`config.mk`:
```
export PLATFORM = sky130hd
export DESIGN_NAME = sdmc_ctrl
export DESIGN_NICKNAME = d
export VERILOG_FILES = /design/src/design/sdmc_pkg.sv /design/src/design/sdmc_ctrl.sv
export VERILOG_INCLUDE_DIRS = /design/src /design/src/design
export SDC_FILE = /design/constraint.sdc
export NUM_CORES = 1
export LEC_CHECK = 0
export ABC_AREA = 0
export BUFFER_PORTS_ARGS = -buffer_cell sky130_fd_sc_hd__clkbuf_2
export CORE_MARGIN = 3
export CORE_UTILIZATION = 51
export DETAILED_ROUTE_END_ITERATION = 7
export MAX_ROUTING_LAYER = met4
export PLACE_DENSITY = 0.86
export SLEW_MARGIN = 20
export SYNTH_ARGS = -nofsm -noshare
export SYNTH_HDL_FRONTEND = slang
export SYNTH_SLANG_ARGS = --single-unit
```
`constraint.sdc`:
```
create_clock -name core_clk_in -period 16 [get_ports core_clk_in]
set_input_delay 0.8 -clock core_clk_in [delete_from_list [all_inputs] [get_ports core_clk_in]]
set_output_delay 0.8 -clock core_clk_in [all_outputs]
set_load 0.02 [all_outputs]
```
`src/design/sdmc_defs.svh`:
```
// constants for the sdram memory controller
`ifndef SDMC_DEFS_SVH
`define SDMC_DEFS_SVH
// register byte offsets
`define SDMC_CTRL_OFF 12'h000
`define SDMC_TIMING_OFF 12'h004
`define SDMC_REFRATE_OFF 12'h008
`define SDMC_MODE_OFF 12'h00c
`define SDMC_STATUS_OFF 12'h010
`define SDMC_SIZE_OFF 12'h014
// control fields
`define SDMC_CTRL_INIT_BIT 0
`define SDMC_CTRL_SRE_BIT 1
`define SDMC_CTRL_SHADOW_BIT 2
`define SDMC_CTRL_STYLE_LSB 4
// reset values
`define SDMC_TIMING_RST 32'h0000_0222
`define SDMC_REFRATE_RST 32'h0000_0186
`define SDMC_MODE_RST 32'h0000_0033
`define SDMC_SIZE_RST 32'h0000_0000
// memory map, byte addresses in the low megabyte
`define SDMC_BASE_END 20'ha0000
`define SDMC_VRAM_END 20'hc0000
`define SDMC_VROM_END 20'hcc000
`define SDMC_SROM_START 20'hf0000
// timing: self refresh exit recovery in ns, clock period in ns
`define SDMC_TXSR_NS 80
`define SDMC_CLK_NS 40
`define SDMC_TXSR_CYC ((`SDMC_TXSR_NS + `SDMC_CLK_NS - 1) / `SDMC_CLK_NS)
`define SDMC_TRFC_CYC 4
`endif

```
`src/design/sdmc_pkg.sv`:
```
// types for the sdram memory controller
package sdmc_pkg;
   typedef enum logic [3:0] {
      SDMC_CMD_NOP = 4'h7,
      SDMC_CMD_ACT = 4'h3,
      SDMC_CMD_RD = 4'h5,
      SDMC_CMD_WR = 4'h4,
      SDMC_CMD_PRE = 4'h2,
      SDMC_CMD_REF = 4'h1,
      SDMC_CMD_MRS = 4'h0,
      SDMC_CMD_SRE = 4'h9
   } sdmc_cmd_t;
   typedef enum logic [2:0] {
      SDMC_RGN_BASE = 3'h0,
      SDMC_RGN_VRAM = 3'h1,
      SDMC_RGN_VROM = 3'h2,
      SDMC_RGN_SHADOW = 3'h3,
      SDMC_RGN_SROM = 3'h4,
      SDMC_RGN_EXT = 3'h5
   } sdmc_rgn_t;
   typedef struct packed {
      logic we;
      logic [27:0] addr;
      logic [63:0] data;
   } sdmc_req_t;
   typedef struct packed {
      logic [3:0] cmd;
      logic [12:0] addr;
      logic [1:0] ba;
      logic cke;
   } sdmc_mem_t;
endpackage : sdmc_pkg

```
`src/design/sdmc_ctrl.sv`:
```
// sdram memory controller with apb registers
`timescale 1ns/10ps
`default_nettype none
`include "sdmc_defs.svh"
// Behaviour
// - sixty four bit data path to memory
// - row and column timing set by software
// - four refresh styles, programmable interval
// - ram may shadow 640k to 1m
// - one module 16 to 128 mb extra
// - fixed 32 mb base array at 25mhz
// - all memory signals on rising edge
// - mode register set before any transfer
// - mode set on firmware request only
// - auto refresh only with banks idle
// - self refresh entry until exit command
// - decode base, video ram, video rom
// - top 64k routes to system rom unless shadow is on
module sdmc_ctrl #(
   parameter int BASE_MB = 32,
   parameter int RD_TIMEOUT = 16
) (
   input wire logic core_clk_in,
   input wire logic arst_n_in,
   input wire logic psel_in,
   input wire logic penable_in,
   input wire logic pwrite_in,
   input wire logic [11:0] paddr_in,
   input wire logic [31:0] pwdata_in,
   output logic [31:0] prdata_out,
   output logic pready_out,
   output logic pslverr_out,
   input wire logic req_valid_in,
   input wire sdmc_pkg::sdmc_req_t req_in,
   output logic req_ready_out,
   output logic [2:0] req_region_out,
   output logic rsp_valid_out,
   output logic [63:0] rsp_data_out,
   input wire logic rsp_ready_in,
   output sdmc_pkg::sdmc_mem_t mem_out,
   output logic [63:0] dq_out,
   output logic dq_oe_out,
   input wire logic [63:0] dq_in
);
   // ------------------------------------------------------------
   // reset and registers
   // ------------------------------------------------------------
   logic rst_s1_q, rst_n_q;
   logic [31:0] ctrl_q, timing_q, refrate_q, mode_q, size_q;
   logic init_done_q, selfref_q;
   logic [15:0] ref_cnt_q;
   logic ref_pend_q;
   always_ff @(posedge core_clk_in or negedge arst_n_in)
   begin
      if (!arst_n_in)
      begin
         rst_s1_q <= 1'b0;
         rst_n_q <= 1'b0;
      end
      else
      begin
         rst_s1_q <= 1'b1;
         rst_n_q <= rst_s1_q;
      end
   end
   // ------------------------------------------------------------
   // apb slave, one wait free access phase
   // ------------------------------------------------------------
   wire apb_acc = psel_in & penable_in;
   wire apb_wr = apb_acc & pwrite_in;
   wire hit_ctrl = paddr_in == `SDMC_CTRL_OFF;
   wire hit_tim = paddr_in == `SDMC_TIMING_OFF;
   wire hit_rate = paddr_in == `SDMC_REFRATE_OFF;
   wire hit_mode = paddr_in == `SDMC_MODE_OFF;
   wire hit_stat = paddr_in == `SDMC_STATUS_OFF;
   wire hit_size = paddr_in == `SDMC_SIZE_OFF;
   wire hit_any = hit_ctrl | hit_tim | hit_rate | hit_mode | hit_stat
      | hit_size;
   wire [31:0] status_w = {28'h0, ref_pend_q, selfref_q, 1'b0,
      init_done_q};
   wire [31:0] rd_mux = hit_ctrl ? ctrl_q : hit_tim ? timing_q :
      hit_rate ? refrate_q : hit_mode ? mode_q : hit_stat ? status_w :
      hit_size ? size_q : 32'h0;
   // init request bit self clears once mode set goes out
   logic init_go;
   always_ff @(posedge core_clk_in or negedge rst_n_q)
   begin
      if (!rst_n_q)
      begin
         ctrl_q <= 32'h0;
         timing_q <= `SDMC_TIMING_RST;
         refrate_q <= `SDMC_REFRATE_RST;
         mode_q <= `SDMC_MODE_RST;
         size_q <= `SDMC_SIZE_RST;
         prdata_out <= 32'h0;
         pready_out <= 1'b0;
         pslverr_out <= 1'b0;
      end
      else
      begin
         pready_out <= psel_in & ~penable_in;
         pslverr_out <= psel_in & ~penable_in & ~hit_any;
         prdata_out <= rd_mux;
         if (apb_wr & hit_tim & pready_out)
            timing_q <= pwdata_in;
         if (apb_wr & hit_rate & pready_out)
            refrate_q <= pwdata_in;
         if (apb_wr & hit_mode & pready_out)
            mode_q <= pwdata_in;
         if (apb_wr & hit_size & pready_out)
            size_q <= {29'h0, pwdata_in[2:0]};
         if (apb_wr & hit_ctrl & pready_out)
            ctrl_q <= pwdata_in;
         else if (init_go)
            ctrl_q[`SDMC_CTRL_INIT_BIT] <= 1'b0;
      end
   end
   // ------------------------------------------------------------
   // address decode of the low megabyte
   // ------------------------------------------------------------
   sdmc_pkg::sdmc_req_t buf_q [2];
   logic [1:0] buf_v_q;
   logic wr_ptr_q, rd_ptr_q;
   wire [27:0] hd_addr = buf_q[rd_ptr_q].addr;
   wire low_mb = hd_addr[27:20] == 8'h0;
   wire [19:0] lo = hd_addr[19:0];
   wire shadow_en = ctrl_q[`SDMC_CTRL_SHADOW_BIT];
   wire [2:0] region_w = !low_mb ? 3'(sdmc_pkg::SDMC_RGN_EXT) :
      lo < `SDMC_BASE_END ? 3'(sdmc_pkg::SDMC_RGN_BASE) :
      shadow_en ? 3'(sdmc_pkg::SDMC_RGN_SHADOW) :
      lo < `SDMC_VRAM_END ? 3'(sdmc_pkg::SDMC_RGN_VRAM) :
      lo < `SDMC_VROM_END ? 3'(sdmc_pkg::SDMC_RGN_VROM) :
      lo >= `SDMC_SROM_START ? 3'(sdmc_pkg::SDMC_RGN_SROM) :
      3'(sdmc_pkg::SDMC_RGN_SHADOW);
   wire [7:0] mod_mb = size_q[2:0] == 3'h1 ? 8'h10 :
      size_q[2:0] == 3'h2 ? 8'h20 : size_q[2:0] == 3'h3 ? 8'h40 :
      size_q[2:0] == 3'h4 ? 8'h80 : 8'h0;
   wire [8:0] total_mb = 9'(BASE_MB) + {1'b0, mod_mb};
   wire in_range = {1'b0, hd_addr[27:20]} < total_mb;
   wire is_ram = region_w == 3'(sdmc_pkg::SDMC_RGN_BASE) |
      region_w == 3'(sdmc_pkg::SDMC_RGN_SHADOW) |
      region_w == 3'(sdmc_pkg::SDMC_RGN_EXT);
   // ------------------------------------------------------------
   // two entry request buffer
   // ------------------------------------------------------------
   typedef enum logic [7:0] {
      ST_IDLE = 8'h01,
      ST_ACT = 8'h02,
      ST_XFER = 8'h04,
      ST_WAIT = 8'h08,
      ST_PRE = 8'h10,
      ST_REF = 8'h20,
      ST_SELF = 8'h40,
      ST_MRS = 8'h80
   } sdmc_st_t;
   sdmc_st_t st_q, st_d;
   logic [7:0] cnt_q;
   logic take, pop;
   wire push = req_valid_in & req_ready_out;
   always_ff @(posedge core_clk_in or negedge rst_n_q)
   begin
      if (!rst_n_q)
      begin
         buf_v_q <= 2'b00;
         wr_ptr_q <= 1'b0;
         rd_ptr_q <= 1'b0;
         req_ready_out <= 1'b0;
         buf_q[0] <= '0;
         buf_q[1] <= '0;
      end
      else
      begin
         if (push)
         begin
            buf_q[wr_ptr_q] <= req_in;
            buf_v_q[wr_ptr_q] <= 1'b1;
            wr_ptr_q <= ~wr_ptr_q;
         end
         if (pop)
         begin
            buf_v_q[rd_ptr_q] <= 1'b0;
            rd_ptr_q <= ~rd_ptr_q;
         end
         req_ready_out <= ~(buf_v_q[0] & buf_v_q[1]) & ~push;
      end
   end
   // ------------------------------------------------------------
   // refresh interval counter
   // ------------------------------------------------------------
   // count down, raise request
   wire ref_done = st_q == ST_REF && cnt_q == 8'h0;
   always_ff @(posedge core_clk_in or negedge rst_n_q)
   begin
      if (!rst_n_q)
      begin
         ref_cnt_q <= 16'h0;
         ref_pend_q <= 1'b0;
      end
      else
      begin
         ref_cnt_q <= ref_cnt_q == 16'h0 ? refrate_q[15:0] :
            ref_cnt_q - 16'h1;
         // set wins over clear
         if (ref_cnt_q == 16'h0 && init_done_q)
            ref_pend_q <= 1'b1;
         else if (ref_done)
            ref_pend_q <= 1'b0;
      end
   end
   // ------------------------------------------------------------
   // command sequencer
   // ------------------------------------------------------------
   wire [3:0] t_rcd = timing_q[3:0];
   wire [3:0] t_cl = timing_q[7:4];
   wire [3:0] t_rp = timing_q[11:8];
   wire head_v = buf_v_q[rd_ptr_q];
   wire [1:0] style = ctrl_q[`SDMC_CTRL_STYLE_LSB +: 2];
   wire sre_req = ctrl_q[`SDMC_CTRL_SRE_BIT];
   // mode set only on firmware request
   assign init_go = st_q == ST_IDLE && ctrl_q[`SDMC_CTRL_INIT_BIT];
   assign take = st_q == ST_IDLE && head_v && init_done_q &&
      !ref_pend_q && !sre_req && !init_go;
   wire rsp_stall = rsp_valid_out & ~rsp_ready_in;
   wire cnt_zero = cnt_q == 8'h0;
   always_comb
   begin
      st_d = st_q;
      pop = 1'b0;
      case (st_q)
         ST_IDLE:
         begin
            if (init_go)
               st_d = ST_MRS;
            else if (init_done_q && (ref_pend_q || sre_req))
               st_d = ST_PRE;
            else if (take && (!is_ram || !in_range))
               pop = 1'b1;
            else if (take)
               st_d = ST_ACT;
         end
         ST_ACT:
            if (cnt_zero)
               st_d = ST_XFER;
         ST_XFER:
            // writes also pass wait, or the precharge hides the write
            if (!rsp_stall)
               st_d = ST_WAIT;
         ST_WAIT:
            if (cnt_zero)
            begin
               st_d = ST_PRE;
               pop = 1'b1;
            end
         ST_PRE:
            if (cnt_zero)
            begin
               if (ref_pend_q)
                  st_d = ST_REF;
               else if (sre_req)
                  st_d = ST_SELF;
               else
                  st_d = ST_IDLE;
            end
         ST_REF:
            if (cnt_zero)
               st_d = ST_IDLE;
         ST_SELF:
            if (!sre_req && cnt_zero && !selfref_q)
               st_d = ST_IDLE;
         ST_MRS:
            st_d = ST_IDLE;
         default:
            st_d = ST_IDLE;
      endcase
   end
   // ------------------------------------------------------------
   // memory pins, all launched on the rising edge
   // ------------------------------------------------------------
   // every pin from a flop
   always_ff @(posedge core_clk_in or negedge rst_n_q)
   begin
      if (!rst_n_q)
      begin
         st_q <= ST_IDLE;
         cnt_q <= 8'h0;
         init_done_q <= 1'b0;
         selfref_q <= 1'b0;
         mem_out <= '{cmd: 4'h7, addr: 13'h0, ba: 2'h0, cke: 1'b1};
         dq_out <= 64'h0;
         dq_oe_out <= 1'b0;
         rsp_valid_out <= 1'b0;
         rsp_data_out <= 64'h0;
         req_region_out <= 3'h0;
      end
      else
      begin
         st_q <= st_d;
         cnt_q <= cnt_zero ? 8'h0 : cnt_q - 8'h1;
         mem_out.cmd <= 4'(sdmc_pkg::SDMC_CMD_NOP);
         dq_oe_out <= 1'b0;
         req_region_out <= region_w;
         if (rsp_valid_out & rsp_ready_in)
            rsp_valid_out <= 1'b0;
         if (st_q == ST_IDLE && st_d == ST_MRS)
         begin
            mem_out.cmd <= 4'(sdmc_pkg::SDMC_CMD_MRS);
            mem_out.addr <= mode_q[12:0];
            mem_out.ba <= 2'h0;
         end
         if (st_q == ST_MRS)
            init_done_q <= 1'b1;
         if (st_q == ST_IDLE && st_d == ST_ACT)
         begin
            mem_out.cmd <= 4'(sdmc_pkg::SDMC_CMD_ACT);
            mem_out.addr <= hd_addr[24:12];
            mem_out.ba <= hd_addr[26:25];
            cnt_q <= {4'h0, t_rcd};
         end
         if (st_q == ST_XFER && st_d != ST_XFER)
         begin
            mem_out.addr <= {3'h0, hd_addr[11:3], 1'b0};
            if (buf_q[rd_ptr_q].we)
            begin
               mem_out.cmd <= 4'(sdmc_pkg::SDMC_CMD_WR);
               dq_out <= buf_q[rd_ptr_q].data;
               dq_oe_out <= 1'b1;
               cnt_q <= 8'h0;
            end
            else
            begin
               mem_out.cmd <= 4'(sdmc_pkg::SDMC_CMD_RD);
               cnt_q <= {4'h0, t_cl};
            end
         end
         if (st_q == ST_WAIT && cnt_zero && !buf_q[rd_ptr_q].we)
         begin
            rsp_valid_out <= 1'b1;
            rsp_data_out <= dq_in;
         end
         if ((st_d == ST_PRE) && (st_q != ST_PRE))
         begin
            mem_out.cmd <= 4'(sdmc_pkg::SDMC_CMD_PRE);
            mem_out.addr <= 13'h0400;
            cnt_q <= {4'h0, t_rp};
         end
         if (st_q == ST_PRE && st_d == ST_REF)
         begin
            mem_out.cmd <= 4'(sdmc_pkg::SDMC_CMD_REF);
            cnt_q <= 8'(`SDMC_TRFC_CYC) + {6'h0, style};
         end
         if (st_q == ST_PRE && st_d == ST_SELF)
         begin
            mem_out.cmd <= 4'(sdmc_pkg::SDMC_CMD_SRE);
            mem_out.cke <= 1'b0;
            selfref_q <= 1'b1;
         end
         if (st_q == ST_SELF && !sre_req && selfref_q)
         begin
            mem_out.cke <= 1'b1;
            selfref_q <= 1'b0;
            cnt_q <= 8'(`SDMC_TXSR_CYC);
         end
      end
   end
endmodule : sdmc_ctrl
`default_nettype wire

```
==> metrics, run 1 <==
final WL 57,010 um; syn nets 1,923; post-synthesis adder-cell area fraction 0.3338%; CTS max path bufs 3; register bit total from synthesis 540; Inserted Clock Buffers 54; Area growth, synth to finish 20.09%; num ports between 300 and 400; most frequent cells in the layout 522 x dfrtp_1, 392 x clkbuf_2, 385 x mux2_2, 107 x nand2_1, 91 x nor2_1; Internal about 0.0027 W; Worst EP arrival around 4.1 ns; Max Slew Vio Count 0; Syn Inst Count ~1,700; Pwr Density about 140 mW/mm2; Rows 76; clock slew at reported path FFs ~0.070 ns; post-synthesis compound-gate area fraction under 10%; Switching Share 25.32%; vias 15,443; most area-hungry cell type in the Yosys netlist dfrtp_1; commonest non-fill, non-tap cell in the layout dfrtp_1; Placed Area about 0.025 mm2; Post-Syn Area per Cell around 13 um2; Post-synth EDFFs 0; vias in the first global route between 15,000 and 20,000; Overflow after GRT 0; layout cells sized above 1 43.92%; Final Hold Viols 0; Routed Antenna Nets 0; clock latency on the worst-skew pair about 0.60 ns; Logic pwr share between 10% and 20%; Die Y between 200 and 250 um; WP data required roughly 17 ns; final clock skew 0.02114 ns; total net switching power slightly above 0.0009 W; Worst IR Drop VDD approximately 0.11 mV; multiplexer share of the synthesized area a little under a quarter; DP Wirelength between 30,000 and 40,000 um; Fill cells 3,227; CP startpoint kind flop; sequential cell area fraction in the yosys report about three fifths; total power about 0.0037 W; clock sink count between 500 and 600; synth unique cells 70; Max Fclk between 200 and 300 MHz; die area roughly 0.047 mm2; Final Cycle Share approximately 22%; top fanout value on the critical path 57; DP Cell Count between 2,000 and 3,000; post-synthesis async set-or-reset flop share 100.0%; post-synth top area share between 50% and 60%; Iter 0 DRT Violations between 1,000 and 1,500; Max-Cap Viols 0; cell area after layout approximately 0.027 mm2; drt via density 5.667; multi-input gate area in the final layout around 0.0086 mm2; Final Util 62.29%; cts repair resizes 0; CP Class reg2reg; initial antenna violation count 10; final setup fails 0; largest cells by area after synthesis dfrtp_1 58%, mux2_2 19%, mux2i_1 3.7%; part of the power in registers 48.3%; routability congestion estimate between 0.8 and 0.9; first-pass GRT wire length approximately 90,000 um; synthesized cell area approximately 0.022 mm2; Root Buffer Master clkbuf_16; setup repair after global routing missed its margin no; GRT Util Overall around 25%; Slew headroom between 20 and 30%; Worst Max-Slew Pin Slew approximately 1.1 ns; status finished clean; largest net degree at the start of global routing ~190; leak pwr 13.86 nW; xor-xnor portion of the synthesized cell area less than 1%; largest family of logic cells by synthesized area multiplexers; post-synthesis simple-gate area fraction roughly 7%; CTS tree done; buffers added on ports approximately 390; H-Tree Level Count 2; Net count, final around 2,300; final setup TNS 0 ns; crit end category flop; number of remaining DRC errors 0; Synth Warn # 0; min Tclk post-route around 3.6 ns; drt first pass iters 6; proportion of power drawn by the clock network 36.7%; Tightest Hold Check Type reg2reg; final cell count without fillers approximately 2,700; die width about 220 um; initial core utilization about half; per-cell routed wire length about 21 um; register area 0.01354 mm2; Synth Flop Type dfrtp_1; Core Footprint ~0.043 mm2
[per-layer routing]
layer	vias to the layer above	GRT usage, %	wire length [um]
met5	-	-	0
met4	0	7.989	1717
met3	120	9.321	5691
met2	589	39.83	27930
met1	7812	29.59	21670
li1	6922	-	-
[metrics by stage]
| stage | setup slack, ns | hold WS (ns) |
|---|---|---|
| 2_1_floorplan | 7.226 | 0.3311 |
| 3_3_place_gp | 12.45 | 0.3403 |
| 3_5_place_dp | 12.37 | 0.3396 |
| 4_1_cts | 12.37 | 0.3623 |
| 5_1_grt | 12.00 | 0.3650 |
| 6_report | 12.43 | 0.3603 |
[synth_stat cells, types with 7 or more instances]
library cell  number
o211ai_1           7
clkbuf_1          63
inv_1             19
o21ai_0           74
xor2_1             9
buf_2             25
nor2_1            91
nand3_1           36
nor2b_1            8
dfrtp_1          524
dfstp_2           16
a222oi_1          29
nor3_1            14
mux2_2           385
o21ai_1           10
nand2_1          108
mux2i_1           83
a21oi_1           71
nor4_1            11
xnor2_1           13
[worst max-delay path, cell delays in order, from the launching register on]
cell	delay, ns
dfrtp_4	0.87
buf_4	0.87
inv_1	0.26
nand3_1	0.17
and2_0	0.30
o311ai_2	0.23
buf_4	0.27
or3_1	0.38
nand3_1	0.08
[kinds of logic (layout without fill, tap and decap cells)]
kind of cell | after synthesis | count (layout)
AO/OA/AOI/OAI | 235 | 235
XOR/XNOR | 22 | 22
adder cells (fa/ha/maj) | 6 | 6
buffers and inverters | 114 | 536
flip-flops | 540 | 540
multiplexers | 468 | 468
other | 1 | 10
AND/OR/NAND/NOR | 323 | 323
[flip-flops by register name, indices dropped and copies added (netlist names), 8 cells and up]
signal        count
refrate_q        32
mode_q           32
mem_out          20
prdata_out       32
ctrl_q           32
rsp_data_out     64
cnt_q             8
buf_q           180
dq_out           64
st_q              8
timing_q         32
ref_cnt_q        16
[what timing repair did]
action	in CTS	in global routing
setup endpoints to repair	0	0
buffers inserted	0	0
hold endpoints to repair	2	0
hold buffers	1	0
[worst paths after layout]
| check | startpoint | cells past startpoint | endpoint | slack, ns |
|---|---|---|---|---|
| setup / recovery | rd_ptr_q | 8 | mem_out[8] | 12.43 |
| setup reg to reg | rd_ptr_q | 8 | mem_out[8] | 12.43 |
| max in group asynchronous | rst_n_q | 3 | prdata_out[19] | 12.53 |
| hold reg to reg | rst_s1_q | 0 | rst_n_q | 0.36 |
| min in group asynchronous | rst_n_q | 0 | buf_q[134] | 0.42 |
| hold / removal | rst_s1_q | 0 | rst_n_q | 0.36 |
[cell type report]
class,count,share of cell area [%]
diodes,9,0.08339
clock buffers,68,5.605
clock inverters,34,1.570
inverters,19,0.2641
multi-input cells,1055,31.67
flip-flops and latches,540,50.13
well taps,585,2.710
repair buffers,415,7.959
[power groups by stage]
stage / logic, W / registers (W) / clock network, W
final: 0.000548 / 0.00178 / 0.00135
after global routing: 0.000605 / 0.00181 / 0.00143
after CTS: 0.000556 / 0.00178 / 0.00138
after detailed placement: 0.000547 / 0.00180 / 0
after global placement: 0.000515 / 0.00177 / 0
after floorplan: 0.000405 / 0.00177 / 0
Power figures use the tool's default switching activity.
==> inputs of run 2 (changes only) <==
--- a/config.mk
+++ b/config.mk
@@ -6,7 +6,7 @@
 export SDC_FILE = /design/constraint.sdc
 export NUM_CORES = 1
 export LEC_CHECK = 0
-export ABC_AREA = 0
+export ABC_AREA = 1
 export BUFFER_PORTS_ARGS = -buffer_cell sky130_fd_sc_hd__clkbuf_2
 export CORE_MARGIN = 3
 export CORE_UTILIZATION = 51
==> constraint.sdc (replaced) <==
create_clock -name core_clk_in -period 3 [get_ports core_clk_in]
set_input_delay 0.15 -clock core_clk_in [delete_from_list [all_inputs] [get_ports core_clk_in]]
set_output_delay 0.15 -clock core_clk_in [all_outputs]
set_load 0.02 [all_outputs]
==> run 2 against run 1 <==
Cell count is 38% higher. First-iteration DRC count up 63%. Synthesized cell count is 51% higher. Wire length grew 26%. Via count is 37% higher. Critical endpoint is now rsp_data_out[10]. Clock skew increased by 0.012 ns.
==> metrics, run 2 <==
CP startpoint kind flop (unchanged); first-pass GRT wire length 113,500 um (was 89,700 um); final setup fails 0 (unchanged); total setup buffers inserted after CTS 0 (unchanged); final WL 71,570 um (was 57,010 um); commonest non-fill, non-tap cell in the layout nand2_1 (was dfrtp_1); CP bufs+invs 4 (was 3); layout cells sized above 1 18.24% (was 43.92%); Post-synth EDFFs 0 (unchanged); Core Footprint 0.04355 mm2 (was 0.04336 mm2); Final Cycle Share 90.70% (was 22.34%); number of remaining DRC errors 0 (unchanged); sequential cell area fraction in the yosys report 59.41% (was 60.17%); Synth Warn # 0 (unchanged); Max Fclk 367.5 MHz (was 279.8 MHz); Worst Max-Slew Pin Slew 0.9492 ns (was 1.079 ns); Die Y 217.3 um (was 216.0 um); post-synth top area share 57.56% (was 58.30%); Slowest-stage cell, CP buf_4 (was dfrtp_4); cell area after layout 0.02906 mm2 (was 0.02701 mm2); CP Class reg2reg (unchanged); hold_sp paddr_in[4] (was rst_s1_q); Inserted Clock Buffers 54 (unchanged); Overflow after GRT 0 (unchanged); Slew headroom 36.72% (was 28.09%); Worst path max stage delay 0.54 ns (was 0.87 ns); register bit total from synthesis 540 (unchanged); DP Wirelength 42,350 um (was 38,770 um); buffers added on ports 392 (unchanged); H-Tree Level Count 2 (unchanged); syn nets 2,795 (was 1,923); largest net degree at the start of global routing 105 (was 189); GRT Util Overall 30.89% (was 24.95%); WP data required 3.53 ns (was 16.54 ns); per-cell routed wire length 19.03 um (was 20.92 um); Rows 76 (unchanged); largest cells by area after synthesis dfrtp_1 58%, nand2_1 13%, o21ai_0 9.0% (was dfrtp_1 58%, mux2_2 19%, mux2i_1 3.7%); synth unique cells 48 (was 70); Worst EP arrival 3.25 ns (was 4.12 ns); Hold WS 0.06098 ns (was 0.3603 ns); clock sink count 540 (unchanged); post-synthesis async set-or-reset flop share 100.0% (unchanged); clock slew at reported path FFs 0.06 ns (was 0.07 ns); initial antenna violation count 6 (was 10); biggest regs buf_q x180, dq_out x64, rsp_data_out x64 (unchanged); Synth Flop Type dfrtp_1 (unchanged); worst setup slack after placement 0.3984 ns (was 12.37 ns); Post-Syn Area per Cell 8.826 um2 (was 13.16 um2); Largest Register buf_q (unchanged); DP Cell Count 3,465 (was 2,613); vias in the first global route 21,503 (was 16,544); Final Hold Viols 0 (unchanged); reg2reg setup slack 0.28 ns (was 12.43 ns); Placed Area 0.02538 mm2 (was 0.02504 mm2); most area-hungry cell type in the Yosys netlist dfrtp_1 (unchanged); Reg-to-Reg End rsp_data_out[10] (was mem_out[8]); final setup TNS 0 ns (unchanged); R2R cell count 13 (was 8); Routed Antenna Nets 0 (unchanged); status finished clean (unchanged); CTS tree done (unchanged); delay-heaviest family, CP simple AND/OR/NAND/NOR gates (was buffers and inverters); CTS max path bufs 3 (unchanged); Max Slew Vio Count 0 (unchanged); final cell count without fillers 3,760 (was 2,725); leak pwr 14.28 nW (was 13.86 nW); most used cell, CP nand2_1; drt via density 5.645 (was 5.667); Pwr Density 743.1 mW/mm2 (was 136.0 mW/mm2); vias 21,226 (was 15,443); most frequent cells in the layout 781 x nand2_1, 522 x dfrtp_1, 410 x o21ai_0, 392 x clkbuf_2, 219 x inv_1 (was 522 x dfrtp_1, 392 x clkbuf_2, 385 x mux2_2, 107 x nand2_1, 91 x nor2_1); Max-Cap Viols 0 (unchanged); num ports 396 (unchanged); hold path depth 6 (was 0); Area growth, synth to finish 27.56% (was 20.09%); final clock skew 0.03302 ns (was 0.02114 ns); Synth top cells by count 782 x nand2_1, 524 x dfrtp_1, 410 x o21ai_0, 220 x inv_1, 203 x nor2_1 (was 524 x dfrtp_1, 385 x mux2_2, 108 x nand2_1, 91 x nor2_1, 83 x mux2i_1); Iter 0 DRT Violations 2,221 (was 1,359); top fanout value on the critical path 64 (was 57); drt first pass iters 7 (was 6); Net count, final 3,342 (was 2,299); clock latency on the worst-skew pair 0.63 ns (was 0.60 ns); routability congestion estimate 0.9402 (was 0.8889); worst min-delay path endpoint pslverr_out (was rst_n_q); Syn Inst Count 2,581 (was 1,709); Fill cells 3,084 (was 3,227); crit end category flop (unchanged); Worst IR Drop VDD 0.5807 mV (was 0.1112 mV); Worst Setup Slack, final 0.2790 ns (was 12.43 ns); die width 217.3 um (was 216.0 um); max reg flops 180 (unchanged); Tightest Hold Check Type in2reg (was reg2reg); count leader, synth nand2_1 (was dfrtp_1); die area 0.04724 mm2 (was 0.04665 mm2); Root Buffer Master clkbuf_16 (unchanged); min Tclk post-route 2.721 ns (was 3.574 ns); crit-path cells inv_1, ha_1, inv_1, nor2_1, nand2_1, nor2_1, nand2_1, inv_1, nand2_1, nor2_4, buf_4, nand2_1, nand2_1 (was buf_4, inv_1, nand3_1, and2_0, o311ai_2, buf_4, or3_1, nand3_1); synthesized cell area 0.02278 mm2 (was 0.02249 mm2); initial core utilization 52.30% (was 51.87%); setup repair after global routing missed its margin no (unchanged); reg2reg start cnt_q[0] (was rd_ptr_q)
run 2: cell count changes after synthesis, sizes merged, moves of 14 or more:
cell and delta:
mux2 -371, mux2i -83, nand2 +675, nor2 +118
a222oi -29, o21ai +326, a41oi +14, a21oi -27
inv +205, clkbuf +39, o21a +62
run 2: worst min-delay path, delay by kind of cell:
kind                   cells  cell delay (ns)
buffers and inverters      2             0.15
and+or+nand+nor            4             0.34
run 2: how the worst max path moves through the flow:
stage	from	endpoint	slack [ns]	cells past startpoint
detailed placement	rd_ptr_q	mem_out[14]	0.40	17
global placement	rd_ptr_q	mem_out[15]	0.42	17
CTS	rd_ptr_q	mem_out[15]	0.39	17
floorplan	rst_n_q	buf_q[0]	-2.24	0
global route	rd_ptr_q	st_q[3]	0.06	11
finish	cnt_q[0]	rsp_data_out[10]	0.28	13
run 2: cell families after synthesis:
kind of cell	after synthesis	share of synthesized area (%)
buf+inv	361	6.223
mux	14	0.6921
flops	540	59.41
simple gates	1067	18.55
fa+ha+maj	6	0.3296
xor+xnor	14	0.5383
compound gates	578	14.24
other cells	1	0.01646
run 2: metrics by stage:
stage | total power [W] | util (%)
after floorplan | 0.01300 | -
after global routing | 0.02278 | 66.72
final | 0.02159 | 66.72
after CTS | 0.02139 | 66.68
after detailed placement | 0.01454 | 58.27
after global placement | 0.01423 | 58.22
run 2: layout make-up:
class / instances / area, um2 / area share, %
inverters: 226 / 853.3 / 2.937
diodes: 6 / 15.01 / 0.05167
clock buffers: 81 / 1583 / 5.447
repair buffers: 626 / 4312 / 14.84
well taps: 585 / 732.0 / 2.519
clock inverters: 16 / 160.2 / 0.5512
flip-flops and latches: 540 / 13540 / 46.59
multi-input cells: 1680 / 7865 / 27.07
run 2: where the power goes:
group          internal, W  leakage, nW  switching, W
Combinational      0.00190         6.84       0.00349
Sequential         0.00869         6.59      0.000823
Clock              0.00375        0.851       0.00294
Total               0.0143         14.3       0.00725
run 2: metal layers:
| layer | GRT usage, % | vias to the layer above | part of all wire [%] |
|---|---|---|---|
| li1 | - | 9372 | - |
| met1 | 38.10 | 10269 | 38 |
| met2 | 48.76 | 1253 | 48 |
| met3 | 5.334 | 332 | 8.4 |
| met4 | 17.18 | 0 | 6.2 |
| met5 | - | - | 0 |
run 2: timing repair:
| action | in CTS | in global routing |
|---|---|---|
| setup endpoints to repair | 0 | 65 |
| endpoints found under the hold margin | 382 | 0 |
| hold buffers | 192 | 0 |
| resized for setup | 0 | 1 |
